$ cat config.mk
export PLATFORM = sky130hd
export DESIGN_NAME = pdm_ctrl
export DESIGN_NICKNAME = d
export VERILOG_FILES = /design/src/pdm_pkg.sv /design/src/pdm_ctrl.sv
export VERILOG_INCLUDE_DIRS = /design/src
export SDC_FILE = /design/constraint.sdc
export NUM_CORES = 1
export LEC_CHECK = 0
export BUFFER_PORTS_ARGS = -buffer_cell sky130_fd_sc_hd__buf_2
export CAP_MARGIN = 20
export CELL_PAD_IN_SITES_DETAIL_PLACEMENT = 0
export CELL_PAD_IN_SITES_GLOBAL_PLACEMENT = 2
export CORE_MARGIN = 8
export CORE_UTILIZATION = 34
export CTS_BUF_LIST = sky130_fd_sc_hd__clkbuf_4 sky130_fd_sc_hd__clkbuf_8
export CTS_CLUSTER_SIZE = 12
export DETAILED_ROUTE_END_ITERATION = 7
export PLACE_DENSITY_LB_ADDON = 0.1
export SYNTH_ARGS = -nofsm -noshare
export SYNTH_HDL_FRONTEND = slang
export SYNTH_SLANG_ARGS = --single-unit
$ cat constraint.sdc
create_clock -name ref_clk -period 2.8 [get_ports ref_clk]
set_input_delay 0.42 -clock ref_clk [delete_from_list [all_inputs] [get_ports ref_clk]]
set_output_delay 0.42 -clock ref_clk [all_outputs]
set_load 0.03 [all_outputs]
$ cat src/pdm_params.svh
// Constants for the power-down mode controller: register layout and timing.
`ifndef PDM_PARAMS_SVH
`define PDM_PARAMS_SVH
`define PDM_ADDR_W 4
`define PDM_OFS_CTRL 4'h0
`define PDM_OFS_STAT 4'h1
`define PDM_OFS_WAKE 4'h2
`define PDM_CTRL_MODE_LSB 0
`define PDM_CTRL_PLLEN_BIT 2
`define PDM_CTRL_OSCEN_BIT 3
`define PDM_CTRL_RST 8'h0c
`define PDM_WATCHDOG_CLK_HZ 16000
`define PDM_REF_HZ 125000000
`define PDM_WD_DIV ((`PDM_REF_HZ) / (`PDM_WATCHDOG_CLK_HZ))
`endif

$ cat src/pdm_pkg.sv
// Types for the power-down mode controller.
`default_nettype none
package pdm_pkg;
    typedef enum logic [1:0] {
        PDM_LIGHT_IDLE = 2'b00,
        PDM_DEEP_IDLE = 2'b01,
        PDM_PLL_OFF = 2'b10,
        PDM_OSC_OFF = 2'b11
    } pdm_mode_type;
    typedef enum logic [2:0] {
        PDM_ST_RUN = 3'b000,
        PDM_ST_SLEEP = 3'b001,
        PDM_ST_OSC_WAIT = 3'b010,
        PDM_ST_PLL_WAIT = 3'b011,
        PDM_ST_HALTED = 3'b100
    } pdm_state_type;
    typedef struct packed {
        logic cpu;
        logic sys;
        logic wdog;
        logic pll;
        logic osc;
    } pdm_clk_en_type;
    typedef struct packed {
        logic reset;
        logic nmi;
        logic ext_unmasked;
        logic ext_masked;
        logic periph;
        logic wdog_rst;
    } pdm_wake_type;
endpackage
`default_nettype wire

$ cat src/pdm_ctrl.sv
// Power-down mode controller: idle entry, clock gating and wakeup.
//
// Added by the designer: the plain strobed port and the register addresses.
`timescale 1ns/1ps
`default_nettype none
`include "pdm_params.svh"
module pdm_ctrl
    import pdm_pkg::*;
#(
    parameter int WD_DIV = `PDM_WD_DIV
) (
    input wire logic ref_clk,
    input wire logic sys_rst,
    input wire logic [`PDM_ADDR_W-1:0] reg_addr,
    input wire logic [7:0] reg_wdata,
    input wire logic reg_wr,
    input wire logic reg_rd,
    output logic [7:0] reg_rdata,
    input wire logic cpu_idle_exec,
    input wire logic global_int_mask_bit,
    input wire logic ext_reset_pin_n,
    input wire logic nmi_pin_n,
    input wire logic ext_int_pin_n,
    input wire logic ext_int_enable,
    input wire logic periph_int_clocked,
    input wire logic periph_wake_int,
    input wire logic sw_int,
    input wire logic wdog_timeout,
    input wire logic osc_ready,
    input wire logic pll_lock,
    output logic clk_wake_async,
    output pdm_clk_en_type clk_en,
    output logic cpu_domain_clk_en,
    output logic system_domain_clk_en,
    output logic watchdog_clk_tick,
    output logic pc_advance,
    output logic vec_reset,
    output logic vec_nmi,
    output logic vec_maskable,
    output logic cpu_halted
);

    // Pins arrive from outside the clock domain and pass two flops first.
    logic [4:0] pin_meta_r;
    logic [4:0] pin_sync_r;
    logic [4:0] pin_raw;
    assign pin_raw = {~ext_reset_pin_n, ~nmi_pin_n, ~ext_int_pin_n,
                      periph_wake_int, periph_int_clocked};
    always_ff @(posedge ref_clk) begin
        if (sys_rst) begin
            pin_meta_r <= 5'h00;
            pin_sync_r <= 5'h00;
        end else begin
            pin_meta_r <= pin_raw;
            pin_sync_r <= pin_meta_r;
        end
    end

    pdm_wake_type wake;
    always_comb begin
        wake.reset = pin_sync_r[4];
        wake.nmi = pin_sync_r[3];
        wake.ext_unmasked = pin_sync_r[2] & ext_int_enable;
        wake.ext_masked = pin_sync_r[2] & ~ext_int_enable;
        wake.periph = pin_sync_r[0] | pin_sync_r[1];
        wake.wdog_rst = wdog_timeout;
    end

    // Control register: mode field plus PLL and oscillator power-down enables.
    logic [7:0] ctrl_r;
    pdm_mode_type mode_sel;
    assign mode_sel = pdm_mode_type'(ctrl_r[`PDM_CTRL_MODE_LSB +: 2]);
    always_ff @(posedge ref_clk) begin
        if (sys_rst) begin
            ctrl_r <= `PDM_CTRL_RST;
        end else if (reg_wr && reg_addr == `PDM_OFS_CTRL) begin
            ctrl_r <= {4'h0, reg_wdata[3:0]};
        end
    end

    pdm_state_type state_r;
    pdm_state_type state_nxt;
    pdm_mode_type mode_r;
    logic wake_cause_r;
    logic [7:0] wake_log_r;

    // Which sources may end the latched mode; software interrupts never do.
    logic wake_ok;
    always_comb begin
        wake_ok = wake.reset | wake.nmi | wake.ext_unmasked;
        case (mode_r)
            PDM_LIGHT_IDLE: begin
                wake_ok = wake_ok | wake.wdog_rst | wake.periph;
            end
            PDM_DEEP_IDLE, PDM_PLL_OFF: begin
                wake_ok = wake_ok | wake.wdog_rst | pin_sync_r[1];
            end
            default: begin
                wake_ok = wake_ok | pin_sync_r[1];
            end
        endcase
    end

    // Anything that restarts clocks, including a masked external interrupt.
    logic restart;
    assign restart = wake_ok | wake.ext_masked;

    // Mode sequencer; the software interrupt input is deliberately unused.
    always_comb begin
        state_nxt = state_r;
        case (state_r)
            PDM_ST_RUN: begin
                if (cpu_idle_exec) begin
                    state_nxt = PDM_ST_SLEEP;
                end
            end
            PDM_ST_SLEEP: begin
                if (restart) begin
                    if (mode_r == PDM_OSC_OFF && ctrl_r[`PDM_CTRL_OSCEN_BIT])
                    begin
                        state_nxt = PDM_ST_OSC_WAIT;
                    end else if (mode_r[1] && ctrl_r[`PDM_CTRL_PLLEN_BIT])
                    begin
                        state_nxt = PDM_ST_PLL_WAIT;
                    end else if (wake_ok) begin
                        state_nxt = PDM_ST_RUN;
                    end else begin
                        state_nxt = PDM_ST_HALTED;
                    end
                end
            end
            PDM_ST_HALTED: begin
                // Clocks already run here, so a full wake goes straight on;
                // re-entering the restart path would loop through the waits.
                if (wake_ok) begin
                    state_nxt = PDM_ST_RUN;
                end
            end
            PDM_ST_OSC_WAIT: begin
                if (osc_ready) begin
                    state_nxt = ctrl_r[`PDM_CTRL_PLLEN_BIT] ?
                        PDM_ST_PLL_WAIT : PDM_ST_RUN;
                end
            end
            PDM_ST_PLL_WAIT: begin
                if (pll_lock) begin
                    state_nxt = wake_cause_r ? PDM_ST_RUN : PDM_ST_HALTED;
                end
            end
            default: begin
                state_nxt = PDM_ST_RUN;
            end
        endcase
    end

    always_ff @(posedge ref_clk) begin
        if (sys_rst) begin
            state_r <= PDM_ST_RUN;
        end else begin
            state_r <= state_nxt;
        end
    end

    // Mode is latched at idle so a later field write cannot change the state.
    always_ff @(posedge ref_clk) begin
        if (sys_rst) begin
            mode_r <= PDM_LIGHT_IDLE;
        end else if (state_r == PDM_ST_RUN && cpu_idle_exec) begin
            mode_r <= mode_sel;
        end
    end

    // Remember whether the wake was a full one or only a masked restart.
    always_ff @(posedge ref_clk) begin
        if (sys_rst) begin
            wake_cause_r <= 1'b0;
        end else if (state_r == PDM_ST_SLEEP || state_r == PDM_ST_HALTED) begin
            wake_cause_r <= wake_ok;
        end
    end

    // Clock enables per state; each is a flop so the gate never glitches.
    pdm_clk_en_type en_nxt;
    logic asleep;
    logic osc_stop;
    // On the idle edge mode_r is still stale, so the field is read through;
    // otherwise the first sleeping cycle would gate by the previous mode.
    pdm_mode_type mode_cur;
    assign mode_cur = (state_r == PDM_ST_RUN) ? mode_sel : mode_r;
    assign asleep = state_nxt == PDM_ST_SLEEP;
    assign osc_stop = asleep && mode_cur == PDM_OSC_OFF &&
                      ctrl_r[`PDM_CTRL_OSCEN_BIT];
    always_comb begin
        en_nxt.cpu = state_nxt == PDM_ST_RUN;
        en_nxt.sys = ~(asleep && mode_cur != PDM_LIGHT_IDLE) &&
                     state_nxt != PDM_ST_OSC_WAIT;
        en_nxt.wdog = ~osc_stop && state_nxt != PDM_ST_OSC_WAIT;
        en_nxt.pll = ~(asleep && mode_cur[1] && ctrl_r[`PDM_CTRL_PLLEN_BIT]) &&
                     ~(state_nxt == PDM_ST_OSC_WAIT);
        en_nxt.osc = ~osc_stop;
        if (state_nxt == PDM_ST_PLL_WAIT) begin
            en_nxt.sys = 1'b0;
        end
    end

    // Enables change only on a clock edge, so an integrated clock gate sees
    // a stable level through each whole high phase.
    always_ff @(posedge ref_clk) begin
        if (sys_rst) begin
            clk_en <= 5'h1f;
        end else begin
            clk_en <= en_nxt;
        end
    end
    assign cpu_domain_clk_en = clk_en.cpu;
    assign system_domain_clk_en = clk_en.sys;

    // Pins straight to the oscillator restart, usable with every clock stopped.
    assign clk_wake_async = ~ext_reset_pin_n | ~nmi_pin_n |
                            ~ext_int_pin_n | periph_wake_int;

    // Watchdog tick divider, stopped whenever its domain is gated.
    logic [$clog2(WD_DIV)-1:0] wd_cnt_r;
    always_ff @(posedge ref_clk) begin
        if (sys_rst) begin
            wd_cnt_r <= '0;
            watchdog_clk_tick <= 1'b0;
        end else if (clk_en.wdog) begin
            watchdog_clk_tick <= wd_cnt_r == $bits(wd_cnt_r)'(WD_DIV - 1);
            wd_cnt_r <= (wd_cnt_r == $bits(wd_cnt_r)'(WD_DIV - 1)) ?
                '0 : wd_cnt_r + 1'b1;
        end else begin
            watchdog_clk_tick <= 1'b0;
        end
    end

    // Pulses to the core: PC advance on idle, then a resume vector on any wake but a maskable one with the mask bit set.
    logic wake_done;
    assign wake_done = state_r != PDM_ST_RUN && state_nxt == PDM_ST_RUN;
    always_ff @(posedge ref_clk) begin
        if (sys_rst) begin
            pc_advance <= 1'b0;
            vec_reset <= 1'b0;
            vec_nmi <= 1'b0;
            vec_maskable <= 1'b0;
        end else begin
            pc_advance <= state_r == PDM_ST_RUN && cpu_idle_exec;
            vec_reset <= wake_done && (wake.reset || wake.wdog_rst);
            vec_nmi <= wake_done && wake.nmi && !wake.reset;
            vec_maskable <= wake_done && !wake.reset && !wake.nmi &&
                            !wake.wdog_rst && !global_int_mask_bit;
        end
    end
    assign cpu_halted = state_r != PDM_ST_RUN;

    // Sticky log of what caused the last wake; cleared by a write.
    always_ff @(posedge ref_clk) begin
        if (sys_rst) begin
            wake_log_r <= 8'h00;
        end else if (wake_done) begin
            wake_log_r <= {2'h0, wake.wdog_rst, wake.periph, wake.ext_masked,
                           wake.ext_unmasked, wake.nmi, wake.reset};
        end else if (reg_wr && reg_addr == `PDM_OFS_WAKE) begin
            wake_log_r <= 8'h00;
        end
    end

    // Read data stands in the cycle after the strobe only.
    always_ff @(posedge ref_clk) begin
        if (sys_rst) begin
            reg_rdata <= 8'h00;
        end else if (reg_rd) begin
            case (reg_addr)
                `PDM_OFS_CTRL: reg_rdata <= ctrl_r;
                `PDM_OFS_STAT: reg_rdata <= {clk_en, state_r};
                `PDM_OFS_WAKE: reg_rdata <= wake_log_r;
                default: reg_rdata <= 8'h00;
            endcase
        end else begin
            reg_rdata <= 8'h00;
        end
    end
endmodule
`default_nettype wire

==> out/qor.yml <==
io_pins: 50
routed_via_density: 4.66
setup_tns_ns: 0
holdPathStages: 2
drc: 0
internal-power_mw: 1.28
synthXorXnorAreaFrac_pct: 4.86
stdcell_area_um2: 2820
power_per_cell_area_nw_per_um2: 600
die_w_um: 99.0
cts_buffers: 9
ctsHoldBuffers: 0
grt_pass1_wl_um: 8940
setup_ws_ns: 0.545
synth_mux_area_share_pct: 6.41
finalPower_mw: 1.69
switchingPower_uw: 415
synthCells: 256
cp.required_ns: 3.02
ctsHtreeMaxLevel: 3
rows: 30
ff2ff_path_depth: 6
preCtsSetupSlack_ns: 0.553
cts_setup_buffers: 0
drive_gt1_share_pct: 21.8
nets: 333
share_seq_of_total_power_pct: 50.1
grt.total_usage_pct: 11.6
combPwrFrac_pct: 7.7
synth-simple-area-share_pct: 27.9
cts.sinks: 57
io_buffers: 44
drt-initial-drc-count: 64
synthFlopType: "dfxtp_1"
power.leakage_nw: 1.23
status: "complete, no violations"
slew_viol_final: 0
dp_cells: 371
cp-end-kind: "register"
worstSetupStartpointType: "register"
syn_to_final_growth_pct: 20.3
holdWs_ns: 0.262
synth_compound_area_share_pct: 7.47
grt.overflow.total: 0
vias: 1803
first_global_vias: 1755
worst_pin_slew_ns: 0.653
core_um2: 6720
synth_adder_area_share_pct: 1.60
antenna_cells: 0
ys_seq_area_share_pct: 48.7
slew_headroom_pct: 56.5
async_reset_ff_share_pct: 0
place_congestion: 0.776
routed_wl_um: 5440
ys_ff_latch: 57
avgSynthCellArea_um2: 9.15
fmax_mhz: 444
wire_per_inst_um: 14.1
clk_pin_slew_ns: 0.07
layoutNonFillerInstCount: 387
clockBufferDepth: 2
cts_tree: "yes"
clk_latency_ns: 0.32
grt_max_degree: 38
drt.antenna.violating_nets: 0
synth-edff-count: 0
final-setup-viol-count: 0
initial_core_util_pct: 34.9
synth_top_family_by_area: "simple AND/OR/NAND/NOR gates"
ys.warnings.count: 0
final_core_util_pct: 42.0
hold_viol_final: 0
worst-path-max-fanout: 10
dr.pass1.iters: 4
syn_area_um2: 2340
cts_resized: 0
dp_hpwl_um: 3960
antenna_found_initial: 0
dieArea_um2: 9800
synth_cell_type_count: 41
clockPowerShare_pct: 42.3
hold_path.class: "input pin to register"
swShare_pct: 24.6
path_class: "register to register"
period_minus_slack_ns: 2.25
arrival_ns: 2.48
rsz0062_at_grt: "no"
cts_root_buffer: "clkbuf_8"
maxCapViolations: 0
synth_nets: 287
die_h_um: 99.0
clock_skew_ns: 0.00850
dpl_cell_area_um2: 2630
fin_crit_sh_pct: 80.5
ir_worst_vdd_v: 0.000205
-- kinds of logic after synthesis --
kind of cell / Yosys count
simple gates: 125
flops: 57
compound gates: 26
buf+inv: 17
mux: 15
xor+xnor: 13
fa+ha+maj: 3
-- placed cells by master, fill, tap and decap left out, drive strengths merged --
cell,n
a211o,3
a21o,2
a21oi,10
a221o,1
a22oi,2
a2bb2oi,1
a311oi,1
a31oi,1
and2,1
and3,5
and4b,1
and4bb,1
buf,46
clkbuf,12
clkinv,3
clkinvlp,1
dfxtp,57
ha,3
inv,6
mux2i,15
nand2,19
nand2b,8
nand3,11
nand3b,3
nand4,4
nand4b,1
nor2,45
nor2b,12
nor3,4
nor3b,3
nor4,3
nor4b,2
o211ai,1
o21ai,3
o21bai,1
or3b,1
or4,1
xnor2,4
xor2,9
-- critical path: stages, from the launching register on --
cell	delay (ns)
dfxtp_1	0.53
nor3b_1	0.46
nand4_1	0.17
a2bb2oi_1	0.51
nor4_4	0.09
buf_4	0.21
and4bb_1	0.19
-- cells in the mapped netlist (2+ instances only) --
cell type / instances / area (µm²)
xor2_1: 9 / 78.8
nor4_1: 2 / 12.5
nand3b_1: 3 / 22.5
nor2_1: 45 / 169
and3_1: 5 / 31.3
nand4_1: 4 / 25.0
clkbuf_1: 7 / 26.3
nand3_1: 11 / 55.1
o21ai_0: 3 / 15.0
nor3b_1: 3 / 22.5
a21o_1: 2 / 15.0
a22oi_1: 2 / 15.0
a211o_1: 3 / 26.3
ha_1: 3 / 37.5
nand2_1: 18 / 67.6
mux2i_1: 15 / 150
inv_1: 6 / 22.5
buf_4: 2 / 15.0
nand2b_1: 8 / 50.1
dfxtp_1: 57 / 1140
nor3_1: 4 / 20.0
xnor2_1: 4 / 35.0
nor4b_1: 2 / 17.5
a21oi_1: 10 / 50.1
nor2b_1: 12 / 75.1
-- power groups by stage --
stage                     clock [mW]  combinational [mW]  sequential [mW]
final                          0.715               0.130            0.847
after global routing           0.779               0.143            0.849
after CTS                      0.739               0.132            0.847
after detailed placement           0               0.131            0.865
after global placement             0               0.131            0.865
after floorplan                    0              0.0830            0.867
-- final cells by class --
| class | count | area (µm²) |
|---|---|---|
| Sequential cell | 57 | 1140 |
| Inverter | 6 | 22.5 |
| Multi-Input combinational cell | 182 | 1130 |
| Clock inverter | 4 | 26.3 |
| Clock buffer | 12 | 165 |
| Tap cell | 80 | 100 |
| Timing Repair Buffer | 46 | 235 |
| Fill cell | 702 | 3900 |
-- final timing paths --
| path | slack (ns) | end | start |
|---|---|---|---|
| worst min register to register | 0.43 | pin_sync_r[1] | pin_meta_r[1] |
| worst max register to register | 0.55 | vec_nmi | state_r[0] |
| worst min-delay path | 0.26 | pin_meta_r[4] | ext_reset_pin_n |
| worst max-delay path | 0.55 | vec_nmi | state_r[0] |
-- registers in the layout, indices dropped and copies added, names as in the netlist, 2 cells and up --
| signal | cells |
|---|---|
| state_r | 3 |
| wake_log_r | 6 |
| clk_en | 3 |
| wd_cnt_r | 13 |
| ctrl_r | 4 |
| pin_meta_r | 5 |
| mode_r | 2 |
| pin_sync_r | 5 |
| reg_rdata | 8 |
-- per-layer routing --
metal / global-route usage (%) / vias up / wire length, µm
met4: 6.02 / 0 / 61
met2: 15.7 / 41 / 2110
li1: - / 958 / -
met1: 15.7 / 797 / 2930
met3: 4.16 / 7 / 342
met5: 0 / - / 0
No activity file was read; power rests on OpenSTA's default activity.
